File: src/core/sd_host_defs.svh
// Purpose: addresses, field positions, reset values of the host control block
// Assumes: byte addresses on a 32-bit Avalon-MM bus
// Notes: definitions only
`ifndef SD_HOST_DEFS_SVH
`define SD_HOST_DEFS_SVH
`define MAIN_CTRL_ADDR 32'h5003_0000
`define EVENT_CTRL_ADDR 32'h5003_0004
`define IRQ_CTRL_ADDR 32'h5003_0008
`define FULL_RST_BIT 15
`define IFACE_RST_BIT 14
`define CMD_RST_BIT 13
`define DATA_RST_BIT 12
`define ABORT_BIT 11
`define WSTART_MSB 9
`define WSTART_LSB 8
`define POWER_BIT 7
`define DETECT_POL_BIT 5
`define RD_CRC_BIT 4
`define RSP_CRC_BIT 3
`define WIDE_BUS_BIT 2
`define FAST_TIMING_BIT 1
`define DRIVE_MODE_BIT 0
`define MAIN_CTRL_RESET 32'h0000_0018
`define MAIN_CTRL_MASK 32'h0000_FBBF
`define DETECT_PIN_BIT 31
`define PROTECT_PIN_BIT 30
`define STATUS_LSB 16
`define STATUS_MSB 29
`define GLOBAL_EN_BIT 15
`define PENDING_BIT 31
`define EVENT_EN_RESET 14'h1A37
`define EVENT_VALID 14'h3FF7
`define EVENT_ALWAYS_ON 14'h00C0
`define IRQ_VALID 14'h3F37
`define IRQ_EN_RESET 14'h0000
`define SINGLE_READ_IDX 6
`define DIR_ERROR_IDX 2
`define WSTART_HOLD 2'h2
`define WSTART_FORCE 2'h3
`endif

File: src/core/sd_host_pkg.sv
// Purpose: carrier types of the host control block
// Assumes: engines run on the system clock
// Notes: field order is fixed, engines pack by name
package sd_host_pkg;
  typedef struct packed {
    logic transfer_done_event;
    logic block_done;
    logic bad_crc_token_event;
    logic busy_timeout;
    logic read_done;
    logic single_read_done_event;
    logic read_crc_error;
    logic read_timeout;
    logic response_done;
    logic response_crc_error;
    logic response_timeout;
    logic response_direction_error;
  } engine_events_type;
  typedef struct packed {
    logic command_engine_reset;
    logic data_engine_reset;
    logic abort_transfer;
    logic write_start;
    logic interface_power_on;
    logic read_crc_check_enable;
    logic response_crc_check_enable;
    logic wide_bus_select;
  } engine_ctrl_type;
endpackage

File: src/core/pin_sync.sv
// Purpose: two-flop synchroniser for pad and link levels
// Assumes: inputs are levels from outside the system clock domain
// Notes: stage one feeds stage two only
`timescale 1ns/1ps
module pin_sync #(
  parameter int WIDTH = 1
) (
  input wire logic clk,
  input wire logic rst,
  input wire logic [WIDTH-1:0] din,
  output logic [WIDTH-1:0] dout
);
  logic [WIDTH-1:0] stage;
  always_ff @(posedge clk) begin
    if (rst) begin
      stage <= '0;
      dout <= '0;
    end else begin
      stage <= din;
      dout <= stage;
    end
  end
endmodule // pin_sync

File: src/core/flag_bank.sv
// Purpose: sticky status flags, set by hardware, cleared by writing zero
// Assumes: set and clear come from the system clock domain
// Notes: a set in the clearing cycle wins
`timescale 1ns/1ps
module flag_bank #(
  parameter int WIDTH = 14
) (
  input wire logic clk,
  input wire logic rst,
  input wire logic [WIDTH-1:0] set,
  input wire logic [WIDTH-1:0] clr,
  output logic [WIDTH-1:0] flags
);
  always_ff @(posedge clk) begin
    if (rst) begin
      flags <= '0;
    end else begin
      flags <= (flags & ~clr) | set;
    end
  end
endmodule // flag_bank

File: src/core/sd_emmc_host_ctrl_events.sv
// Purpose: control, event and interrupt registers of the SD/eMMC host
// Assumes: engine strobes are one-cycle pulses on SYS_CLK
// Notes: pads and card clock are synchronised before use
//
// The Avalon-MM slave port is this design's own decision.
`timescale 1ns/1ps
`include "sd_host_defs.svh"
module sd_emmc_host_ctrl_events
  import sd_host_pkg::*;
(
  input wire logic SYS_CLK,
  input wire logic SYS_RST,
  input wire logic [31:0] AVS_ADDRESS,
  input wire logic AVS_READ,
  input wire logic AVS_WRITE,
  input wire logic [31:0] AVS_WRITEDATA,
  input wire logic [3:0] AVS_BYTEENABLE,
  output logic [31:0] AVS_READDATA,
  output logic AVS_WAITREQUEST,
  input wire engine_events_type ENGINE_EVENTS,
  input wire logic CMD_TRIGGER,
  output engine_ctrl_type ENGINE_CTRL,
  output logic HOST_IRQ,
  output logic CARD_PRESENT,
  input wire logic DETECT_PIN,
  input wire logic PROTECT_PIN,
  input wire logic CARD_CLOCK_LINE,
  input wire logic TX_CMD_BIT,
  input wire logic TX_CMD_DRIVE,
  input wire logic [3:0] TX_DATA_LINES,
  input wire logic TX_DATA_DRIVE,
  input wire logic CARD_CMD_IN,
  output logic CARD_CMD_OUT,
  output logic CARD_CMD_OE_N,
  input wire logic [3:0] CARD_DATA_LINES_IN,
  output logic [3:0] CARD_DATA_LINES_OUT,
  output logic [3:0] CARD_DATA_LINES_OE_N,
  output logic RX_CMD,
  output logic [3:0] RX_DATA
);

  logic [31:0] main_ctrl;
  logic [13:0] event_en;
  logic [13:0] irq_en;
  logic global_en;
  logic [13:0] event_status;
  logic [13:0] irq_status;
  logic full_rst;
  logic iface_rst;
  logic hw_rst;
  logic ctrl_rst;
  logic flag_rst;
  logic [31:0] wmask;
  logic [31:0] wnew;
  logic wr_take;
  logic wr_main;
  logic wr_event;
  logic wr_irq;
  logic [31:0] next_readdata;
  logic [7:0] pad_raw;
  logic [7:0] pad_sync;
  logic detect_lvl;
  logic protect_lvl;
  logic clk_lvl;
  logic detect_prev;
  logic protect_prev;
  logic clk_prev;
  logic primed;
  logic [1:0] warm;
  logic detect_event;
  logic protect_event;
  logic launch;
  logic [3:0] lane_ok;
  logic [3:0] lanes;
  logic [13:0] src;
  logic [13:0] ev_set;
  logic [13:0] ev_clr;
  logic [13:0] irq_src;
  logic [13:0] irq_set;
  logic [13:0] irq_clr;
  logic pending;
  logic [1:0] wsel;

  assign full_rst = main_ctrl[`FULL_RST_BIT];
  assign iface_rst = main_ctrl[`IFACE_RST_BIT];
  assign hw_rst = SYS_RST | full_rst;
  assign ctrl_rst = SYS_RST | iface_rst;
  assign flag_rst = hw_rst | iface_rst;
  assign wsel = main_ctrl[`WSTART_MSB:`WSTART_LSB];

  // bus slave: one wait cycle, then a single ready cycle
  assign wmask = {{8{AVS_BYTEENABLE[3]}}, {8{AVS_BYTEENABLE[2]}},
                  {8{AVS_BYTEENABLE[1]}}, {8{AVS_BYTEENABLE[0]}}};
  assign wr_take = AVS_WRITE & ~AVS_WAITREQUEST;
  assign wr_main = wr_take & (AVS_ADDRESS == `MAIN_CTRL_ADDR);
  assign wr_event = wr_take & (AVS_ADDRESS == `EVENT_CTRL_ADDR);
  assign wr_irq = wr_take & (AVS_ADDRESS == `IRQ_CTRL_ADDR);

  always_comb begin
    unique case (AVS_ADDRESS)
      `MAIN_CTRL_ADDR: next_readdata = main_ctrl;
      `EVENT_CTRL_ADDR: begin
        next_readdata = {detect_lvl, protect_lvl, event_status, 2'b00, event_en};
      end
      `IRQ_CTRL_ADDR: begin
        next_readdata = {HOST_IRQ, 1'b0, irq_status, global_en, 1'b0, irq_en};
      end
      default: next_readdata = 32'h0000_0000;
    endcase
  end

  always_ff @(posedge SYS_CLK) begin
    if (SYS_RST) begin
      AVS_WAITREQUEST <= 1'b1;
      AVS_READDATA <= 32'h0000_0000;
    end else if ((AVS_READ | AVS_WRITE) & AVS_WAITREQUEST) begin
      AVS_WAITREQUEST <= 1'b0;
      AVS_READDATA <= next_readdata;
    end else begin
      AVS_WAITREQUEST <= 1'b1;
    end
  end

  // control register; the interface reset bit clears itself with the rest
  always_ff @(posedge SYS_CLK) begin
    if (ctrl_rst) begin
      main_ctrl <= `MAIN_CTRL_RESET;
    end else if (wr_main) begin
      main_ctrl <= ((main_ctrl & ~wmask) | (AVS_WRITEDATA & wmask)) & `MAIN_CTRL_MASK;
    end
  end

  assign wnew = AVS_WRITEDATA;

  always_ff @(posedge SYS_CLK) begin
    if (ctrl_rst) begin
      event_en <= `EVENT_EN_RESET;
    end else if (wr_event) begin
      event_en <= ((event_en & ~wmask[13:0]) | (wnew[13:0] & wmask[13:0])) & `EVENT_VALID;
    end
  end

  always_ff @(posedge SYS_CLK) begin
    if (ctrl_rst) begin
      irq_en <= `IRQ_EN_RESET;
      global_en <= 1'b0;
    end else if (wr_irq) begin
      irq_en <= ((irq_en & ~wmask[13:0]) | (wnew[13:0] & wmask[13:0])) & `IRQ_VALID;
      if (wmask[`GLOBAL_EN_BIT]) begin
        global_en <= wnew[`GLOBAL_EN_BIT];
      end
    end
  end

  // pads and card clock arrive asynchronously
  assign pad_raw = {DETECT_PIN, PROTECT_PIN, CARD_CLOCK_LINE, CARD_CMD_IN, CARD_DATA_LINES_IN};

  pin_sync #(
    .WIDTH(8)
  ) pads (
    .clk(SYS_CLK),
    .rst(SYS_RST),
    .din(pad_raw),
    .dout(pad_sync)
  );

  assign detect_lvl = pad_sync[7];
  assign protect_lvl = pad_sync[6];
  assign clk_lvl = pad_sync[5];

  always_ff @(posedge SYS_CLK) begin
    if (SYS_RST) begin
      detect_prev <= 1'b0;
      protect_prev <= 1'b0;
      clk_prev <= 1'b0;
      primed <= 1'b0;
      warm <= 2'b00;
    end else begin
      detect_prev <= detect_lvl;
      protect_prev <= protect_lvl;
      clk_prev <= clk_lvl;
      warm <= {warm[0], 1'b1};
      primed <= warm[1];
    end
  end

  // no pad event until the synchroniser holds real levels;
  // a pad idling high would otherwise flag a false change after reset
  assign detect_event = primed & (detect_lvl ^ detect_prev);
  assign protect_event = primed & (protect_lvl ^ protect_prev);

  always_ff @(posedge SYS_CLK) begin
    if (SYS_RST) begin
      CARD_PRESENT <= 1'b0;
      RX_CMD <= 1'b0;
      RX_DATA <= 4'h0;
    end else begin
      CARD_PRESENT <= main_ctrl[`DETECT_POL_BIT] ? detect_lvl : ~detect_lvl;
      RX_CMD <= pad_sync[4];
      RX_DATA <= pad_sync[3:0];
    end
  end

  // event and interrupt sources, index = bit position minus 16
  assign src = {detect_event, protect_event, ENGINE_EVENTS.transfer_done_event,
                ENGINE_EVENTS.block_done, ENGINE_EVENTS.bad_crc_token_event,
                ENGINE_EVENTS.busy_timeout, ENGINE_EVENTS.read_done,
                ENGINE_EVENTS.single_read_done_event, ENGINE_EVENTS.read_crc_error,
                ENGINE_EVENTS.read_timeout, 1'b0, ENGINE_EVENTS.response_done,
                ENGINE_EVENTS.response_crc_error, ENGINE_EVENTS.response_timeout};
  // read end and single read ignore their enable bits, so they always flag
  assign ev_set = src & (event_en | `EVENT_ALWAYS_ON) & `EVENT_VALID;
  assign ev_clr = wr_event ? (wmask[`STATUS_MSB:`STATUS_LSB]
                  & ~wnew[`STATUS_MSB:`STATUS_LSB]) : 14'h0000;

  flag_bank #(
    .WIDTH(14)
  ) event_flags (
    .clk(SYS_CLK),
    .rst(flag_rst),
    .set(ev_set),
    .clr(ev_clr),
    .flags(event_status)
  );

  // direction error shares the response-end status slot
  always_comb begin
    irq_src = src;
    irq_src[`DIR_ERROR_IDX] = src[`DIR_ERROR_IDX] | ENGINE_EVENTS.response_direction_error;
  end
  assign irq_set = irq_src & irq_en & `IRQ_VALID;
  assign irq_clr = wr_irq ? (wmask[`STATUS_MSB:`STATUS_LSB]
                   & ~wnew[`STATUS_MSB:`STATUS_LSB]) : 14'h0000;

  flag_bank #(
    .WIDTH(14)
  ) irq_flags (
    .clk(SYS_CLK),
    .rst(flag_rst),
    .set(irq_set),
    .clr(irq_clr),
    .flags(irq_status)
  );

  assign pending = global_en & (|(irq_status & irq_en));

  always_ff @(posedge SYS_CLK) begin
    if (hw_rst) begin
      HOST_IRQ <= 1'b0;
    end else begin
      HOST_IRQ <= pending;
    end
  end

  // engine controls
  always_ff @(posedge SYS_CLK) begin
    if (SYS_RST) begin
      ENGINE_CTRL <= '0;
      ENGINE_CTRL.command_engine_reset <= 1'b1;
      ENGINE_CTRL.data_engine_reset <= 1'b1;
      ENGINE_CTRL.read_crc_check_enable <= 1'b1;
      ENGINE_CTRL.response_crc_check_enable <= 1'b1;
    end else begin
      ENGINE_CTRL.command_engine_reset <= full_rst | iface_rst | main_ctrl[`CMD_RST_BIT];
      ENGINE_CTRL.data_engine_reset <= full_rst | iface_rst | main_ctrl[`DATA_RST_BIT];
      ENGINE_CTRL.abort_transfer <= main_ctrl[`ABORT_BIT];
      ENGINE_CTRL.write_start <= wsel[1] ? wsel[0] : CMD_TRIGGER;
      ENGINE_CTRL.interface_power_on <= main_ctrl[`POWER_BIT];
      ENGINE_CTRL.read_crc_check_enable <= main_ctrl[`RD_CRC_BIT];
      ENGINE_CTRL.response_crc_check_enable <= main_ctrl[`RSP_CRC_BIT];
      ENGINE_CTRL.wide_bus_select <= main_ctrl[`WIDE_BUS_BIT];
    end
  end

  // line launch on the selected card clock edge
  assign launch = main_ctrl[`FAST_TIMING_BIT] ? (clk_lvl & ~clk_prev)
                  : (~clk_lvl & clk_prev);
  assign lane_ok = main_ctrl[`WIDE_BUS_BIT] ? 4'hF : 4'h1;
  assign lanes = {4{TX_DATA_DRIVE}} & lane_ok;

  // open drain only ever pulls low; the pad pull-up makes the one
  always_ff @(posedge SYS_CLK) begin
    if (hw_rst | ~main_ctrl[`POWER_BIT]) begin
      CARD_CMD_OUT <= 1'b0;
      CARD_CMD_OE_N <= 1'b1;
    end else if (launch) begin
      if (main_ctrl[`DRIVE_MODE_BIT]) begin
        CARD_CMD_OUT <= TX_CMD_BIT;
        CARD_CMD_OE_N <= ~TX_CMD_DRIVE;
      end else begin
        CARD_CMD_OUT <= 1'b0;
        CARD_CMD_OE_N <= ~(TX_CMD_DRIVE & ~TX_CMD_BIT);
      end
    end
  end

  // abort releases the data lanes without waiting for an edge
  always_ff @(posedge SYS_CLK) begin
    if (hw_rst | ~main_ctrl[`POWER_BIT] | main_ctrl[`ABORT_BIT]) begin
      CARD_DATA_LINES_OUT <= 4'h0;
      CARD_DATA_LINES_OE_N <= 4'hF;
    end else if (launch) begin
      if (main_ctrl[`DRIVE_MODE_BIT]) begin
        CARD_DATA_LINES_OUT <= TX_DATA_LINES & lane_ok;
        CARD_DATA_LINES_OE_N <= ~lanes;
      end else begin
        CARD_DATA_LINES_OUT <= 4'h0;
        CARD_DATA_LINES_OE_N <= ~(lanes & ~TX_DATA_LINES);
      end
    end
  end
endmodule // sd_emmc_host_ctrl_events

File: config.mk
export PLATFORM = sky130hd
export DESIGN_NAME = sd_emmc_host_ctrl_events
export DESIGN_NICKNAME = d
export VERILOG_FILES = /design/src/core/sd_host_pkg.sv /design/src/core/pin_sync.sv /design/src/core/flag_bank.sv /design/src/core/sd_emmc_host_ctrl_events.sv
export VERILOG_INCLUDE_DIRS = /design/src /design/src/core
export SDC_FILE = /design/constraint.sdc
export NUM_CORES = 1
export LEC_CHECK = 0
export ABC_CLOCK_PERIOD_IN_PS = 5900
export BUFFER_PORTS_ARGS = -buffer_cell sky130_fd_sc_hd__buf_2
export CAP_MARGIN = 20
export CORE_MARGIN = 2
export CORE_UTILIZATION = 35
export CTS_CLUSTER_SIZE = 24
export DETAILED_ROUTE_END_ITERATION = 10
export PLACE_DENSITY_LB_ADDON = 0.2
export SLEW_MARGIN = 30
export SYNTH_ARGS = -nofsm -noshare
export SYNTH_HDL_FRONTEND = slang
export SYNTH_SLANG_ARGS = --single-unit
File: constraint.sdc
create_clock -name SYS_CLK -period 5.9 [get_ports SYS_CLK]
set_clock_uncertainty 0.05 [all_clocks]
set_input_delay 1.18 -clock SYS_CLK [delete_from_list [all_inputs] [get_ports SYS_CLK]]
set_output_delay 1.18 -clock SYS_CLK [all_outputs]
set_load 0.02 [all_outputs]
Yosys cells after proc, flatten, opt, wreduce, memory -nomap -nowiden
Index checks and enable logic that the tools add are counted.
{"block": "op_classes", "eq_ne": 3, "mux": 13, "n_bitwise": 58, "reduce_logical": 2}
{"op": "$and 14x14->14", "n": 9}
{"op": "$eq 32x31->1 const B", "n": 3}
{"op": "$pmux 32 s3", "n": 1}
{"op": "$not 14->14", "n": 4}
{"op": "$or 14x14->14", "n": 4}
{"op": "$and 16x16->16", "n": 2}
{"op": "$mux 14", "n": 2}
{"op": "$not 16->16", "n": 1}
{"op": "$or 16x16->16", "n": 1}
{"op": "$reduce_or 14->1", "n": 1}
{"op": "$and 4x4->4", "n": 3}
{"op": "$mux 4", "n": 3}
{"op": "$not 4->4", "n": 3}
{"op": "$and 1x1->1", "n": 11}
{"op": "$or 1x1->1", "n": 10}
{"op": "$not 1->1", "n": 8}
{"op": "$mux 1", "n": 7}
{"op": "$reduce_and 2->1", "n": 1}
{"op": "$xor 1x1->1", "n": 2}
{"block": "word_totals", "ff_bits": 147, "inputBits": 100, "output_inout_bits": 58, "elab_cells": 108}

Depth between registers and ports, before layout
{"block": "depth", "ltp_word": 7, "depth_mapped": 7, "depth_no_buf": 4}

By module
Synthesis repeated with hierarchy kept, for this count alone.
{"block": "unflattened", "hier_cells": 712, "area_unflattened_um2": 6322.3}
{"module": "sd_emmc_host_ctrl_events", "n_inst": 1, "cells_per_inst": 565, "area_per_inst_um2": 4854.7, "seq_area_each_um2": 2062.0}
{"module": "flag_bank", "n_inst": 2, "cells_per_inst": 57, "area_per_inst_um2": 501.7, "seq_area_each_um2": 280.3}
{"module": "pin_sync", "n_inst": 1, "cells_per_inst": 33, "area_per_inst_um2": 464.2, "seq_area_each_um2": 320.3}

Worst setup path before layout
OpenSTA, ideal clock, no wires.
{"block": "synth_timing", "kind": "input -> register", "start": "in AVS_ADDRESS[12]", "end": "reg (tool-made name)", "setup_ns": 0.121, "t_arrival_ns": 2.524, "required_time_ns": 5.729, "path_slack_ns": 3.205, "path_stages": 6, "n_path_buf": 2, "cell_sequence": "nor4b_2 nand4_1 buf_6 or4_4 buf_6 mux2i_1"}
{"element": "from (decl)", "line": "sd_emmc_host_ctrl_events.sv:13", "text": "input wire logic [31:0] AVS_ADDRESS,"}

Worst setup path in the final report
{"block": "layout_timing", "start": "in SYS_RST", "end": "reg event_flags.flags[12]"}
{"block": "layout_between", "elab_chain_cells": 2}
{"element": "from (decl)", "line": "sd_emmc_host_ctrl_events.sv:12", "text": "input wire logic SYS_RST,"}
{"element": "$or 1x1->1", "line": "sd_emmc_host_ctrl_events.sv:86", "text": "assign hw_rst = SYS_RST | full_rst;"}
{"element": "$or 1x1->1", "line": "sd_emmc_host_ctrl_events.sv:88", "text": "assign flag_rst = hw_rst | iface_rst;"}
{"element": "to (signal assigned)", "line": "flag_bank.sv:18", "text": "flags <= (flags & ~clr) | set;"}
{"element": "to (decl)", "line": "flag_bank.sv:12", "text": "output logic [WIDTH-1:0] flags"}
Every way passes these cells.
A chain may end at the register's enable or synchronous reset.

==> metrics.cfg <==
[setup_path]
worstSetupPathType = primary input to register
critPathCaptureType = register
critPathMaxFanout = 43
critPathRequiredTime_ns = 6.12
cp-start-kind = primary input
arrival_ns = 3.15

[pwr]
power_frac_seq = 0.452
combinationalPowerShare = 0.061
intPower_mw = 1.755
clockPowerShare = 0.488
p_switching_uw = 490.1
p_total_mw = 2.246
vdd_drop_max_uv = 192.3
pwr_density_cell_nw_per_um2 = 295.1
switching_share = 0.2183
leakagePower_nw = 3.080

[die]
start_util = 0.3538
die_h_um = 135.5
die_area_um2 = 18370
io_pins = 158
rows = 48
placeableCoreArea_um2 = 17120
die_w_um = 135.5

[placement]
port_buffers = 155
place_congestion = 0.8177
dp_hpwl_um = 12600
dp.cells = 1006

[timing]
fin_crit_sh = 0.4972
fmax_ghz = 0.3409
worstMarginPinSlew_ns = 0.9222
slew_viol_final = 0
maxSlewHeadroom = 0.3819
rsz0062_at_grt = no
fin_hold_ws_ns = 0.3796
final-setup-viol-count = 0
finalHoldViolCount = 0
tns_ns = 0
min_period_ns = 2.934

[cells_and_area]
layout-drive-gt1-share = 0.2632
num-nets-final = 900
layout_common_cells = buf_2 (155), dfxtp_1 (147), nand2_1 (113)
stdcell_count = 1039
syn2layout_area_growth_pct = 25.66
final_common_cell = buf_2

[logic_synthesis]
synth-edff-count = 0
ys_types = 43
ys_seq_elements = 147
synth_nets = 762
synth_top_area_frac = 0.4860
yosysSeqAreaShare = 0.4860
synth_ff_type = dfxtp_1
yosys_warnings = 0
netlist_top_cells_area = dfxtp_1 (49%), mux2i_1 (8.6%), nand2_1 (7.0%)
async_reset_ff_frac = 0
synth_cells = 662
synth_area_leader_cell = dfxtp_1
synth.cell_area_um2 = 6056
synth_area_per_cell_um2 = 9.148

[global_routing]
grtUsageTotal = 0.1907
grt_pass1_wl_um = 26930
grt_max_degree = 44
grt_antenna_before_repair = 2
grt_pass1_vias = 5116
gr-total-overflow = 0

[clocking]
cts_made_buffers = 17
cts_resized = 0
clk_latency_ns = 0.42
htreeDepth = 4
cts_setup_buffers = 0
hold_buffers = 0
cts_buffer_depth = 2
cts_root_buf = clkbuf_16
cts_tree = yes
clk_pin_slew_ns = 0.06
clock-sinks = 147

[routing]
drc_errors = 0
vias = 5387
first_pass_iters = 5
ant_nets = 0
vias_per_cell = 5.185
wl_um = 17230
wire_per_inst_um = 16.59
drt_iter0_markers = 366

[worst_hold_path]
hp-class = register to register

[status]
status = completed

[run]
maxCapViolCount = 0

## through the flow
stage	worst slack (ns)	area, um^2	utilization
detailed placement	2.528	7003	0.4091
global placement	2.589	7003	0.4091
finish	2.966	7610	0.4446
floorplan	3.205	6056	-
global route	2.784	7607	0.4444
CTS	2.975	7607	0.4444
## cells by family (layout without fill, tap and decap cells)
| family | after synthesis | in the layout | synth area share |
|---|---|---|---|
| flops | 147 | 147 | 0.4860 |
| compound gates | 133 | 133 | 0.1405 |
| other cells | 0 | 1 | 0 |
| simple gates | 272 | 272 | 0.2442 |
| buf+inv | 55 | 206 | 0.03905 |
| xor+xnor | 3 | 3 | 0.004340 |
| mux | 52 | 52 | 0.08595 |
## critical path, cell delays in order
cell and delay [ns]:
buf_2 0.62, buf_4 0.46, or3_1 0.68, o22ai_1 0.20
## worst paths after layout
path / start / to / slack, ns / cells past startpoint
max: SYS_RST / event_flags.flags[12] / 2.97 / 4
min reg2reg: irq_flags.flags[6] / irq_flags.flags[6] / 0.38 / 2
max reg2reg: AVS_WAITREQUEST / AVS_READDATA[12] / 3.86 / 5
min: irq_flags.flags[6] / irq_flags.flags[6] / 0.38 / 2
## synth_stat cells, types with 2 or more instances
cell type / n
nand3_1: 8
xor2_1: 3
or4_1: 31
nand4_1: 5
nor2b_1: 46
dfxtp_1: 147
nor3b_1: 2
clkbuf_1: 32
and4_1: 2
or2_2: 4
o21ai_0: 13
nand2b_1: 5
nor4b_2: 2
a221oi_1: 2
nor3_1: 5
buf_6: 2
a2bb2oi_1: 10
mux2i_1: 52
buf_2: 9
a22oi_1: 16
a311oi_1: 19
inv_1: 10
nor4_4: 4
a22o_1: 2
nor4_2: 4
o22ai_1: 2
a31oi_1: 7
nand2_1: 113
a21oi_1: 58
nor2_1: 34
## routing by layer
metal | vias up | global-route usage | wire (um)
met1 | 2545 | 0.2460 | 7673
met4 | 2 | 0.06771 | 343
met2 | 186 | 0.2999 | 8016
li1 | 2628 | - | -
met5 | - | 0 | 13
met3 | 26 | 0.06135 | 1186
## final cells by class
| class | instances | area, um^2 |
|---|---|---|
| antenna | 1 | 2.502 |
| clock buffer | 22 | 474.2 |
| clock inverter | 10 | 130.1 |
| fill | 1677 | 9507 |
| inverter | 10 | 37.54 |
| multi-input combinational | 460 | 2898 |
| sequential | 147 | 2943 |
| tap | 225 | 281.5 |
| timing repair buffer | 164 | 843.3 |
## power by group through the flow
| stage | combinational (mW) | clock, mW | sequential, mW |
|---|---|---|---|
| after global routing | 0.150 | 1.16 | 1.02 |
| after CTS | 0.137 | 1.12 | 1.01 |
| after floorplan | 0.0699 | 0 | 1.04 |
| after detailed placement | 0.136 | 0 | 1.04 |
| after global placement | 0.133 | 0 | 1.04 |
| final | 0.136 | 1.10 | 1.01 |
No activity file was read; power rests on OpenSTA's default activity.
